**src/logic/port_io_pkg.sv**
```systemverilog
`default_nettype none
package port_io_pkg;
  localparam int PORT_W = 8;
  localparam int NUM_PORTS = 4;
  localparam logic [1:0] PORT_A = 2'h0;
  localparam logic [1:0] PORT_B = 2'h1;
  localparam logic [1:0] PORT_C = 2'h2;
  localparam logic [1:0] PORT_D = 2'h3;
  localparam logic [3:0] OFS_DATA_IN = 4'h0;
  localparam logic [3:0] OFS_CONTROL = 4'h1;
  localparam logic [3:0] OFS_DATA_OUT = 4'h2;
  localparam logic [3:0] OFS_DIRECTION = 4'h3;
  localparam logic [3:0] OFS_DRIVE = 4'h4;
  localparam logic [3:0] OFS_INPUT_CELLS = 4'h5;
  localparam logic [3:0] OFS_ENABLE_STATE = 4'h6;
  localparam logic [3:0] OFS_OUTPUT_CELLS = 4'h8;
  localparam logic [3:0] OFS_LOAD_BLOCK = 4'h9;
  localparam logic [7:0] REG_RESET = 8'h00;
  localparam logic [7:0] ALL_PINS = 8'hff;
  localparam logic [3:0][7:0] PORT_VALID = {8'h06, 8'hff, 8'hff, 8'hff};
  localparam logic [3:0][7:0] OD_MASK = {8'h00, 8'hff, 8'hf0, 8'hf0};
  localparam logic [3:0][7:0] SLEW_MASK = {8'h06, 8'h00, 8'h0f, 8'h0f};
  localparam logic [3:0] HAS_CONTROL = 4'h3;
  localparam int CLOCK_PIN_BIT = 1;
  localparam int SELECT_PIN_BIT = 2;
  localparam int BATTERY_PIN_BIT = 4;
  localparam int SELECT_LSB = 1;
  typedef struct packed {
    logic       rd;
    logic       wr;
    logic [5:0] addr;
    logic [7:0] wdata;
  } mcu_req_type;
  typedef struct packed {
    logic [7:0] out;
    logic [7:0] oe_n;
    logic [7:0] open_drain;
    logic [7:0] fast_slew;
  } pad_drive_type;
  typedef struct packed {
    logic [7:0] oe_pt;
    logic [7:0] use_logic;
  } pld_pin_type;
endpackage
`default_nettype wire

```
**src/logic/port_lane.sv**
```systemverilog
`default_nettype none
module port_lane #(
  parameter logic [7:0] VALID = 8'hff,
  parameter logic [7:0] ODM   = 8'h00,
  parameter logic [7:0] SLEWM = 8'h00,
  parameter bit         HASC  = 1'b0
) (
  input  wire logic                       clk_sys,
  input  wire logic                       rst_n,
  input  wire logic                       wr_dout,
  input  wire logic                       wr_dir,
  input  wire logic                       wr_ctrl,
  input  wire logic                       wr_drive,
  input  wire logic [7:0]                 wdata,
  input  wire logic [7:0]                 addr_low,
  input  wire logic [7:0]                 logic_val,
  input  wire logic [7:0]                 logic_use,
  input  wire logic [7:0]                 oe_pt,
  input  wire logic [7:0]                 special_sel,
  input  wire logic [7:0]                 special_val,
  input  wire logic [7:0]                 special_oe,
  output logic [7:0]                      dout_ff,
  output logic [7:0]                      dir_ff,
  output logic [7:0]                      ctrl_ff,
  output logic [7:0]                      drive_ff,
  output logic [7:0]                      driver_en,
  output port_io_pkg::pad_drive_type      pad
);
  import port_io_pkg::*;
  logic [7:0] pin_val;
  logic [7:0] en;
  logic [7:0] od;
  logic [7:0] norm;

  assign norm = ~special_sel & ~ctrl_ff;
  assign pin_val = (special_sel & special_val) | (~special_sel & ctrl_ff & addr_low)
                 | (norm & logic_use & logic_val) | (norm & ~logic_use & dout_ff);
  assign en = ((special_sel & special_oe) | (~special_sel & (dir_ff | oe_pt))) & VALID;
  assign od = drive_ff & ODM;
  assign driver_en = en;
  // open drain only ever pulls low; a high is left to the pull-up
  assign pad.out = pin_val & ~od;
  assign pad.oe_n = ~(en & ~(od & pin_val));
  assign pad.open_drain = od;
  assign pad.fast_slew = drive_ff & SLEWM;

  always_ff @(posedge clk_sys or negedge rst_n) begin
    if (!rst_n) begin
      dout_ff <= REG_RESET;
      dir_ff <= REG_RESET;
      ctrl_ff <= REG_RESET;
      drive_ff <= REG_RESET;
    end else begin
      if (wr_dout) dout_ff <= wdata & VALID;
      if (wr_dir) dir_ff <= wdata & VALID;
      if (wr_ctrl) ctrl_ff <= wdata & VALID & {8{HASC}};
      if (wr_drive) drive_ff <= wdata & VALID & (ODM | SLEWM);
    end
  end
endmodule
`default_nettype wire

```
**src/logic/cell_bank.sv**
```systemverilog
`default_nettype none
module cell_bank #(
  parameter int GROUPS = 2,
  parameter int GW     = 8
) (
  input  wire logic                   clk_sys,
  input  wire logic                   rst_n,
  input  wire logic [GROUPS-1:0]      wr_cells,
  input  wire logic [GROUPS-1:0]      wr_mask,
  input  wire logic [GW-1:0]          wdata,
  input  wire logic [GROUPS*GW-1:0]   cell_d,
  input  wire logic [GROUPS*GW-1:0]   cell_upd,
  output logic [GROUPS*GW-1:0]        cells_ff,
  output logic [GROUPS*GW-1:0]        mask_ff
);
  import port_io_pkg::*;
  logic [GROUPS*GW-1:0] nxt_cells;
  logic [GROUPS*GW-1:0] mcu_ld;

  for (genvar g = 0; g < GROUPS; g++) begin : grp
    assign mcu_ld[g*GW +: GW] = {GW{wr_cells[g]}} & ~mask_ff[g*GW +: GW];
    // a software load beats the array's own update in the same cycle
    assign nxt_cells[g*GW +: GW] = (mcu_ld[g*GW +: GW] & wdata)
      | (~mcu_ld[g*GW +: GW] & cell_upd[g*GW +: GW] & cell_d[g*GW +: GW])
      | (~mcu_ld[g*GW +: GW] & ~cell_upd[g*GW +: GW] & cells_ff[g*GW +: GW]);
    always_ff @(posedge clk_sys or negedge rst_n) begin
      if (!rst_n) begin
        mask_ff[g*GW +: GW] <= '0;
        cells_ff[g*GW +: GW] <= '0;
      end else begin
        cells_ff[g*GW +: GW] <= nxt_cells[g*GW +: GW];
        if (wr_mask[g]) mask_ff[g*GW +: GW] <= wdata;
      end
    end
  end
endmodule
`default_nettype wire

```
**src/logic/port_io_block.sv**
```systemverilog
`default_nettype none
// Operation
// - data-in read returns present pin levels, unstored
// - data-out holds last write, reads back, drives pin when enabled
// - output-cell read returns cells; write loads unmasked cells
// - mask bit 1 blocks loading its cell; resets to 0
// - input cells store pin inputs, feed logic array, readable
// - enable-state register reports each driver's actual enable
// - first two ports: upper bits open drain, lower bits fast slew
// - third port: all drive bits select open drain, no slew
// - fourth port: only bits 2 and 1 used, selecting fast slew
// - cell, mask and enable registers exist on first three ports only
// - first group to first or second port; second group to second or third
// - only first two ports have control register and address-out mode
// - peripheral mode on first port only, larger package only
// - fourth port pin 1 can be the shared logic clock input
// - fourth port pin 2 high, as select, disables memories and registers
// - fourth port pins can carry the two external select outputs
// - third port pin 4 can show the battery-on indicator
// - pin enable is direction bit OR output-enable term
// - control bit 0 is plain I/O, 1 is address out
// - drive bit 1 gives open drain or fast slew; 0 push-pull slow
module port_io_block #(
  parameter bit LARGE_PACKAGE = 1'b1
) (
  input  wire logic                           clk_sys,
  input  wire logic                           rst_n,
  input  wire logic                           io_sel,
  input  wire port_io_pkg::mcu_req_type       mcu_req,
  output logic [7:0]                          rdata_ff,
  output logic                                rd_valid_ff,
  input  wire logic [3:0][7:0]                pad_in,
  output port_io_pkg::pad_drive_type [3:0]    pad,
  input  wire port_io_pkg::pld_pin_type [3:0] pld_pin,
  input  wire logic [15:0]                    cell_d,
  input  wire logic [15:0]                    cell_upd,
  output logic [15:0]                         cell_q,
  input  wire logic                           first_to_b,
  input  wire logic                           second_to_c,
  input  wire logic [2:0]                     imc_capture,
  output logic [2:0][7:0]                     logic_input_cells,
  output logic [7:0]                          pld_port_d_in,
  input  wire logic [1:0]                     external_select_outputs,
  input  wire logic                           periph_mode,
  input  wire logic [7:0]                     periph_out,
  input  wire logic [7:0]                     periph_oe,
  input  wire logic [7:0]                     addr_low,
  input  wire logic                           clock_pin_cfg,
  input  wire logic                           select_pin_cfg,
  input  wire logic                           battery_pin_cfg,
  input  wire logic                           supply_below_battery,
  output logic                                shared_logic_clock_input,
  output logic                                module_select_off,
  output logic                                battery_on_indicator
);
  import port_io_pkg::*;

  logic [1:0]       port_idx;
  logic [3:0]       ofs;
  logic             acc_ok;
  logic             rd_ok;
  logic             wr_ok;
  logic [7:0]       nxt_rdata;
  logic [3:0][7:0]  view;
  logic [3:0][7:0]  dout;
  logic [3:0][7:0]  dir;
  logic [3:0][7:0]  ctrl;
  logic [3:0][7:0]  drive;
  logic [3:0][7:0]  driver_en;
  logic [3:0][7:0]  logic_val;
  logic [3:0][7:0]  logic_use;
  logic [3:0][7:0]  sp_sel;
  logic [3:0][7:0]  sp_val;
  logic [3:0][7:0]  sp_oe;
  logic [2:0][7:0]  imc_ff;
  logic [2:0][7:0]  cells_view;
  logic [2:0][7:0]  mask_view;
  logic [15:0]      cells;
  logic [15:0]      mask;
  logic [1:0]       wr_cells;
  logic [1:0]       wr_mask;
  logic             b_first;

  function automatic logic reg_hit(input logic [5:0] a, input logic [1:0] p,
                                   input logic [3:0] o);
    reg_hit = (a[5:4] == p) && (a[3:0] == o);
  endfunction

  // chip select from the pin shuts out register traffic entirely
  assign module_select_off = select_pin_cfg & pad_in[PORT_D][SELECT_PIN_BIT];
  assign acc_ok = io_sel & ~module_select_off;
  assign rd_ok = mcu_req.rd & acc_ok;
  assign wr_ok = mcu_req.wr & acc_ok;
  assign port_idx = mcu_req.addr[5:4];
  assign ofs = mcu_req.addr[3:0];

  assign shared_logic_clock_input = clock_pin_cfg & pad_in[PORT_D][CLOCK_PIN_BIT];
  assign battery_on_indicator = supply_below_battery;
  assign pld_port_d_in = pad_in[PORT_D] & PORT_VALID[PORT_D];

  // group routing; if both groups aim at the second port the first wins
  assign b_first = first_to_b;
  assign logic_val[PORT_A] = cells[7:0];
  assign logic_val[PORT_B] = b_first ? cells[7:0] : cells[15:8];
  assign logic_val[PORT_C] = cells[15:8];
  assign logic_val[PORT_D] = {5'h00, external_select_outputs, 1'b0};
  assign logic_use[PORT_A] = pld_pin[PORT_A].use_logic & {8{~first_to_b}};
  assign logic_use[PORT_B] = pld_pin[PORT_B].use_logic & {8{first_to_b | ~second_to_c}};
  assign logic_use[PORT_C] = pld_pin[PORT_C].use_logic & {8{second_to_c}};
  assign logic_use[PORT_D] = pld_pin[PORT_D].use_logic;

  // peripheral mode hands the first port's pins to the bus path
  assign sp_sel[PORT_A] = {8{periph_mode & LARGE_PACKAGE}};
  assign sp_val[PORT_A] = periph_out;
  assign sp_oe[PORT_A] = periph_oe;
  assign sp_sel[PORT_B] = REG_RESET;
  assign sp_val[PORT_B] = REG_RESET;
  assign sp_oe[PORT_B] = REG_RESET;
  assign sp_sel[PORT_C] = {3'h0, battery_pin_cfg, 4'h0};
  assign sp_val[PORT_C] = {8{supply_below_battery}};
  assign sp_oe[PORT_C] = ALL_PINS;
  assign sp_sel[PORT_D] = REG_RESET;
  assign sp_val[PORT_D] = REG_RESET;
  assign sp_oe[PORT_D] = REG_RESET;

  assign wr_cells[0] = wr_ok & (reg_hit(mcu_req.addr, PORT_A, OFS_OUTPUT_CELLS)
                     | (reg_hit(mcu_req.addr, PORT_B, OFS_OUTPUT_CELLS) & b_first));
  assign wr_cells[1] = wr_ok & (reg_hit(mcu_req.addr, PORT_C, OFS_OUTPUT_CELLS)
                     | (reg_hit(mcu_req.addr, PORT_B, OFS_OUTPUT_CELLS) & ~b_first));
  assign wr_mask[0] = wr_ok & (reg_hit(mcu_req.addr, PORT_A, OFS_LOAD_BLOCK)
                    | (reg_hit(mcu_req.addr, PORT_B, OFS_LOAD_BLOCK) & b_first));
  assign wr_mask[1] = wr_ok & (reg_hit(mcu_req.addr, PORT_C, OFS_LOAD_BLOCK)
                    | (reg_hit(mcu_req.addr, PORT_B, OFS_LOAD_BLOCK) & ~b_first));
  assign cells_view[PORT_A] = cells[7:0];
  assign cells_view[PORT_B] = b_first ? cells[7:0] : cells[15:8];
  assign cells_view[PORT_C] = cells[15:8];
  assign mask_view[PORT_A] = mask[7:0];
  assign mask_view[PORT_B] = b_first ? mask[7:0] : mask[15:8];
  assign mask_view[PORT_C] = mask[15:8];
  assign cell_q = cells;

  cell_bank #(
    .GROUPS (2),
    .GW     (PORT_W)
  ) u_cells (
    .clk_sys  (clk_sys),
    .rst_n    (rst_n),
    .wr_cells (wr_cells),
    .wr_mask  (wr_mask),
    .wdata    (mcu_req.wdata),
    .cell_d   (cell_d),
    .cell_upd (cell_upd),
    .cells_ff (cells),
    .mask_ff  (mask)
  );

  for (genvar p = 0; p < NUM_PORTS; p++) begin : lane
    localparam logic [1:0] PI = 2'(p);
    // the fourth port has no cells; its index is folded to 0 and never selected
    localparam int         CI = (p < 3) ? p : 0;
    logic has_cells;
    assign has_cells = (PI != PORT_D);
    // pin levels are passed straight through, never stored
    assign view[p] =
        (ofs == OFS_DATA_IN)      ? pad_in[p] & PORT_VALID[p] :
        (ofs == OFS_DATA_OUT)     ? dout[p] :
        (ofs == OFS_CONTROL)      ? ctrl[p] :
        (ofs == OFS_DIRECTION)    ? dir[p] :
        (ofs == OFS_DRIVE)        ? drive[p] :
        !has_cells                ? REG_RESET :
        (ofs == OFS_INPUT_CELLS)  ? imc_ff[CI] :
        (ofs == OFS_ENABLE_STATE) ? driver_en[p] :
        (ofs == OFS_OUTPUT_CELLS) ? cells_view[CI] :
        (ofs == OFS_LOAD_BLOCK)   ? mask_view[CI] : REG_RESET;

    port_lane #(
      .VALID (PORT_VALID[p]),
      .ODM   (OD_MASK[p]),
      .SLEWM (SLEW_MASK[p]),
      .HASC  (HAS_CONTROL[p])
    ) u_lane (
      .clk_sys     (clk_sys),
      .rst_n       (rst_n),
      .wr_dout     (wr_ok & reg_hit(mcu_req.addr, PI, OFS_DATA_OUT)),
      .wr_dir      (wr_ok & reg_hit(mcu_req.addr, PI, OFS_DIRECTION)),
      .wr_ctrl     (wr_ok & reg_hit(mcu_req.addr, PI, OFS_CONTROL)),
      .wr_drive    (wr_ok & reg_hit(mcu_req.addr, PI, OFS_DRIVE)),
      .wdata       (mcu_req.wdata),
      .addr_low    (addr_low),
      .logic_val   (logic_val[p]),
      .logic_use   (logic_use[p]),
      .oe_pt       (pld_pin[p].oe_pt),
      .special_sel (sp_sel[p]),
      .special_val (sp_val[p]),
      .special_oe  (sp_oe[p]),
      .dout_ff     (dout[p]),
      .dir_ff      (dir[p]),
      .ctrl_ff     (ctrl[p]),
      .drive_ff    (drive[p]),
      .driver_en   (driver_en[p]),
      .pad         (pad[p])
    );
  end

  for (genvar p = 0; p < 3; p++) begin : logic_input_cell
    always_ff @(posedge clk_sys or negedge rst_n) begin
      if (!rst_n) begin
        imc_ff[p] <= REG_RESET;
      end else if (imc_capture[p]) begin
        imc_ff[p] <= pad_in[p];
      end
    end
  end
  assign logic_input_cells = imc_ff;

  assign nxt_rdata = view[port_idx];

  always_ff @(posedge clk_sys or negedge rst_n) begin
    if (!rst_n) begin
      rdata_ff <= REG_RESET;
      rd_valid_ff <= 1'b0;
    end else begin
      rd_valid_ff <= rd_ok;
      if (rd_ok) rdata_ff <= nxt_rdata;
    end
  end
endmodule
`default_nettype wire

```
**config.mk**
```make
export PLATFORM = sky130hd
export DESIGN_NAME = port_io_block
export DESIGN_NICKNAME = d
export VERILOG_FILES = /design/src/logic/port_io_pkg.sv /design/src/logic/port_lane.sv /design/src/logic/cell_bank.sv /design/src/logic/port_io_block.sv
export SDC_FILE = /design/constraint.sdc
export NUM_CORES = 1
export LEC_CHECK = 0
export BUFFER_PORTS_ARGS = -buffer_cell sky130_fd_sc_hd__buf_2
export CORE_ASPECT_RATIO = 0.8
export CORE_MARGIN = 2
export CORE_UTILIZATION = 55
export CTS_CLUSTER_SIZE = 12
export DETAILED_ROUTE_END_ITERATION = 7
export GPL_TIMING_DRIVEN = 0
export HOLD_SLACK_MARGIN = 0.08
export PLACE_DENSITY = 0.82
export SYNTH_ARGS = -nofsm -noshare
export SYNTH_HDL_FRONTEND = slang
export SYNTH_HIERARCHICAL = 1
export SYNTH_SLANG_ARGS = --single-unit
```
**constraint.sdc**
```tcl
create_clock -name clk_sys -period 2.5 [get_ports clk_sys]
set_input_delay 0.125 -clock clk_sys [delete_from_list [all_inputs] [get_ports clk_sys]]
set_output_delay 0.125 -clock clk_sys [all_outputs]
set_load 0.03 [all_outputs]
```
==> results.md, run 1 <==
* FP Rows at 48
* Cell area after synthesis at 0.0119 mm²
* Post-CTS Setup Bufs at 0
* Synth warnings at 6
* Layout Nets at 2,034
* Fraction of final layout cells sized beyond drive strength 1 at 36.9%
* I/O Pins at 371
* Critical path required time at 2.78 ns
* 1st-pass router iterations at 7
* Outcome: finished with violations
* Startpoint types: primary input
* GRT Resource Usage Total at between 40% and 50%
* Initial Utilization at 55.5%
* Slew HR at 20.1%
* Via count at 13,100
* Maxcap violations at 0
* CTS tree: done
* # setup viols final at 1
* Maximum clock rate at roughly 0.40 GHz
* Setup crit end kind: flop
* Worst Clk Skew at 0.0135 ns
* Cells after DPL at roughly 2,100
* Final WS setup at -0.0307 ns
* Tmin final at 2.53 ns
* Die Ht at between 100 and 150 µm
* Setup Crit Path Kind: in2reg
* Routed len/inst at ~26 µm
* WL final at 56,400 µm
* CTS root buffer: clkbuf_16
* Register area at 0.00398 mm²
* Hold Slack at 0.108 ns
* FF-to-FF End: rdata_ff[5]
* R2R setup slack at 0.13 ns
* Crit path DAT at 2.81 ns
* R2R cell count at 5
* Crit-path max FO at 10
* Worst vdd ir at between 0.0004 and 0.0005 V
* CP Cell Sequence: buf_4 -> inv_2 -> clkbuf_1 -> nand2_1 -> o21ai_0 -> a22oi_1 -> o311ai_0 -> a41oi_1
* Failing checks: negative setup slack
* First-pass GRT wire length at around 80,000 µm
* Non-filler instance count after layout at 2,140
* Unrepaired setup endpoints after global routing: false
* Area Overhead vs Synth at 31.7%
* Ratio of final minimum period to clock period at 101%
* Hold Crit Depth at 3
* Min-delay src: cell_upd[4]
* Average cell area after synthesis at approximately 9.3 µm²
* Iteration-0 DRC count of the detailed router at around 1,800
* Synthesized instance count at 1,282
* Cts bufs inserted at 17
* Largest net degree at the start of global routing at 86
* Worst-margin pin slew at 1.20 ns
* CTS sink count at 159
* Global placement routability congestion at 1.07
* Grt ovf at 0
* Hold EP: u_cells/cells_ff[4]
* Fin. Hold Viols at 0
* DRC Markers at 0
* Footprint of the multi-input gates at 0.00726 mm²
* Fillers at 1,503
* Vias per Instance at about 6
* Pleak at approximately 7.7 nW
* PortBufs at a little under 300
* Die width at 168 µm
* Hpwl dp at approximately 40,000 µm
* DIE AREA at about 0.023 mm²
* Crit path max-delay cell type: clkbuf_1
* Initial antenna violation count at 1
* Crit-path max cell delay at just over 0.8 ns
* Vias in the first global route at 12,500
* Cell Pwr Density at 537 mW/mm²
* Hold/Removal Path Class: in2reg
* Reg2Reg Launch Point: u_cells/mask_ff[5]
* Routed Antenna Nets at 0
* CTS max path bufs at 2
* Final slew viol count at 0
* CTS HTree Levels at 4
* Worst skew pair latency at approximately 0.44 ns
* CTS clk-pin slew, worst paths at 0.07 ns
* Core region area at 0.0214 mm²
-- cells in the final DEF (no fill, tap or decap), drive strengths merged, types with 13 or more instances in the layout --
| master | instances |
|---|---|
| o21ai | 105 |
| mux2i | 53 |
| nor2 | 102 |
| dlygate4sd3 | 56 |
| and2 | 18 |
| o31ai | 14 |
| nand3b | 13 |
| nand2 | 104 |
| nand2b | 25 |
| nor3 | 19 |
| a21oi | 56 |
| mux2 | 173 |
| conb | 204 |
| nor2b | 38 |
| a211oi | 13 |
| dfrtp | 159 |
| inv | 46 |
| clkbuf | 37 |
| buf | 462 |
-- layer usage --
layer	up-vias	part of all wire [%]	GRT usage [%]
li1	5437	-	-
met1	6252	37	59.9
met2	1131	43	72.7
met3	292	14	18.7
met4	3	6.4	28.1
met5	-	0.14	1.09
-- timing repair --
item	4_1_cts	5_1_grt
gates resized for setup	5	5
hold buffers	56	0
endpoints found under the hold margin	114	0
cloned	0	0
setup endpoints to repair	12	12
-- through the flow --
step	instance area [µm²]	total power, mW	util, %	TNS (ns)	setup slack [ns]
3_3_place_gp	14400	5.48	67.5	-179.51	-1.07
3_5_place_dp	14500	5.53	67.6	-13.21	-0.495
5_1_grt	15600	8.58	73.1	0	0.0203
6_report	15600	8.39	73.1	-0.0307	-0.0307
2_1_floorplan	12600	4.61	-	0	0.386
4_1_cts	15600	8.20	73.0	0	0.0710
-- state kept, by name, summed over array words and instances (netlist names) --
name,flops
lane.u_lane/ctrl_ff,16
lane.u_lane/dir_ff,26
lane.u_lane/dout_ff,26
lane.u_lane/drive_ff,26
logic_input_cells,24
rd_valid_ff,1
rdata_ff,8
u_cells/cells_ff,16
u_cells/mask_ff,16
-- layout make-up --
cell class              instances  share of cell area, %
well taps                     275                   2.20
diodes                          1                 0.0160
flip-flops and latches        159                   25.5
plain buffers                 184                   8.07
clock buffers                  18                   2.75
inverters                      36                  0.865
clock inverters                14                  0.889
repair buffers                353                   13.3
multi-input cells            1100                   46.4
-- worst max-delay path, delay by kind of cell --
| family | cells | cell delay [ns] |
|---|---|---|
| compound gates | 4 | 1.14 |
| simple gates | 1 | 0.36 |
| buf+inv | 3 | 1.16 |
-- power breakdown --
group | switching (mW) | leakage, nW | internal, mW
clock | 1.32 | 0.276 | 1.33
combinational | 1.61 | 5.40 | 0.979
sequential | 0.353 | 2.01 | 2.80
-- worst max-delay path by stage --
stage / start / endpoint / slack, ns / cells after the start
after floorplan: first_to_b / pad[62] / 0.39 / 9
after global placement: rst_n / lane[3].u_lane/dir_ff[1] / -1.07 / 1
after detailed placement: first_to_b / pad[57] / -0.49 / 10
after CTS: first_to_b / pad[57] / 0.07 / 10
after global routing: first_to_b / pad[57] / 0.02 / 10
final: mcu_req[8] / rdata_ff[4] / -0.03 / 8
Note: power is estimated with default switching activity, not from simulation.
==> inputs of run 2 (changes only) <==
Settings changed: CORE_UTILIZATION 55 to 50, PLACE_DENSITY 0.82 to 0.75.
==> run 2 against run 1 <==
Net effect: design area rose by 0.26%; largest power group unchanged; global-route usage fell by 1.8 points; the flow still finishes with violations (negative setup slack); cell count rose by 1.5%; worst hold slack got worse by 0.019 ns; core utilization fell by 5.9 points; via count fell by 0.98%.
==> results.md, run 2 (synthesis gave the netlist of run 1 again) <==
* Core region area at 0.0233 mm² (+9.1%)
* Unrepaired setup endpoints after global routing: false
* Initial Utilization at 50.8% (-4.6 points)
* Sequential power share at 36.4% (-1.2 points)
* Crit path DAT at 2.88 ns (+0.07 ns)
* Pleak at 7.69 nW (about the same)
* Largest net degree at the start of global routing at 83 (-3.5%)
* CTS tree: done
* CTS sink count at 159 (unchanged)
* Setup crit end kind: flop
* Largest regs: lane.u_lane/dir_ff (26), lane.u_lane/dout_ff (26), lane.u_lane/drive_ff (26)
* Outcome: finished with violations
* Cts bufs inserted at 17 (unchanged)
* Cell Pwr Density at 548 mW/mm² (+2.0%)
* Hold/Removal Path Class: in2reg
* Grt ovf at 0 (unchanged)
* PortBufs at 296 (unchanged)
* Register area at 0.00398 mm² (unchanged)
* FP Rows at 50 (+4.2%)
* Maximum clock rate at 0.391 GHz (-1.0%)
* Psw at 3.27 mW (-0.47%)
* Ratio of final minimum period to clock period at 102% (+1.0 points)
* Final WS setup at -0.0561 ns (-0.0255 ns)
* Failing checks: negative setup slack
* Final slew viol count at 0 (unchanged)
* DRC Markers at 0 (unchanged)
* Setup Crit Path Kind: in2reg
* Post-CTS Setup Bufs at 0 (unchanged)
* First-pass GRT wire length at 83,400 µm (+4.6%)
* Via count at 13,000 (-0.98%)
* Worst-margin pin slew at 1.31 ns (+0.115 ns)
* Routed Antenna Nets at 0 (unchanged)
* Iteration-0 DRC count of the detailed router at 1,860 (+0.81%)
* Most frequent cells in the layout: 328 x buf_2, 204 x conb_1, 159 x dfrtp_1
* Vias in the first global route at 12,700 (+1.6%)
* Hpwl dp at 42,700 µm (+7.0%)
* Layout Nets at 2,030 (-0.20%)
* Die width at 176 µm (+4.8%)
* Footprint of the multi-input gates at 0.00724 mm² (-0.16%)
* Tmin final at 2.56 ns (+0.0255 ns)
* CTS clk-pin slew, worst paths at 0.08 ns (about the same)
* CTS root buffer: clkbuf_16
* Initial antenna violation count at 2 (+1)
* Fraction of final layout cells sized beyond drive strength 1 at 36.9% (about the same)
* Worst skew pair latency at 0.44 ns (about the same)
* Worst Clk Skew at 0.0116 ns (-0.00194 ns)
* Critical path required time at 2.83 ns (+0.05 ns)
* # setup viols final at 16 (+15)
* CTS max path bufs at 2 (unchanged)
* Clock power frac at 33.1% (+1.5 points)
* WL final at 59,100 µm (+4.8%)
* DIE AREA at 0.0250 mm² (+9.7%)
* Commonest non-fill, non-tap cell in the layout: buf_2
* 1st-pass router iterations at 6 (-1)
* Combinational fraction of design power at 30.5% (-0.3 points)
* Hold Slack at 0.0895 ns (-0.0190 ns)
* R2R setup slack at -0.04 ns (-0.17 ns)
* Vias per Instance at 5.98 (-2.4%)
* Worst vdd ir at 0.000398 V (-11%)
* Fillers at 1,783 (+19%)
* GRT Resource Usage Total at 46.7% (-1.8 points)
* Crit-path max FO at 10 (unchanged)
* Switching share of total power at 38.1% (-1.0 points)
* Die Ht at 142 µm (+4.7%)
* Pint at 5.32 mW (+4.0%)
* I/O Pins at 371 (unchanged)
* Utilization after layout at 67.1% (-5.9 points)
* Startpoint types: primary input
* Fin. Hold Viols at 0 (unchanged)
* Slew HR at 12.4% (-7.7 points)
* Area Overhead vs Synth at 32.1%
* CTS HTree Levels at 4 (unchanged)
* Global placement routability congestion at 1.02 (-4.4%)
* Tot Pwr at 8.58 mW (+2.3%)
* # diodes at 0 (-1)
* Routed len/inst at 27.2 µm (+3.2%)
* Maxcap violations at 0 (unchanged)
==> run 2: power groups by stage <==
stage               clock, mW  sequential [mW]  combinational (mW)
finish                   2.84             3.12                2.62
global route             2.91             3.13                2.72
CTS                      2.81             3.10                2.50
detailed placement          0             3.15                2.42
global placement            0             3.14                2.37
floorplan                   0             3.19                1.42
==> run 2: through the flow <==
step	cells	cell area, µm²	setup slack, ns	TNS, ns
after floorplan	1479	12600	0.386	0
after global placement	2087	14500	-1.11	-196.54
after detailed placement	2088	14500	-0.502	-23.64
after CTS	2172	15700	0.105	0
after global routing	2172	15700	0.00623	0
final	2172	15700	-0.0561	-0.533
==> run 2: final timing paths <==
kind	start	end	cells past startpoint
max in group asynchronous	rst_n	logic_input_cells[22]	3
worst max-delay path	mcu_req[8]	lane[1].u_lane/dir_ff[3]	8
min in group asynchronous	rst_n	lane[1].u_lane/dir_ff[7]	2
worst min register to register	lane[3].u_lane/dout_ff[2]	lane[3].u_lane/dout_ff[2]	1
worst min-delay path	cell_upd[8]	u_cells/cells_ff[8]	3
worst max register to register	u_cells/mask_ff[5]	rdata_ff[5]	5
==> run 2: cell type report <==
cell class              instances  area share [%]
well taps                     312            2.49
clock inverters                13            1.09
flip-flops and latches        159            25.4
inverters                      36           0.863
repair buffers                350            13.1
plain buffers                 183            7.98
clock buffers                  19            2.83
multi-input cells            1100            46.3
==> run 2: worst max-delay path: stages <==
cell and delay [ns]:
buf_4 0.13, buf_2 0.33, buf_2 0.48, buf_2 0.44
nand4_1 0.41, nor2_1 0.18, buf_2 0.36, mux2_2 0.40
==> run 2: routing by layer <==
| metal | up-vias | GRT usage [%] | routed length, µm |
|---|---|---|---|
| met5 | - | 0 | 13 |
| met4 | 2 | 21.0 | 3300 |
| met3 | 280 | 16.5 | 8150 |
| met2 | 1112 | 73.1 | 25900 |
| met1 | 6172 | 58.3 | 21700 |
| li1 | 5421 | - | - |
==> run 2: what timing repair did <==
| item | 4_1_cts | 5_1_grt |
|---|---|---|
| cloned | 0 | 0 |
| setup endpoints to repair | 14 | 23 |
| gates resized for setup | 2 | 3 |
| pin swaps | 0 | 0 |
| hold endpoints to repair | 117 | 0 |
| hold buffers | 53 | 0 |
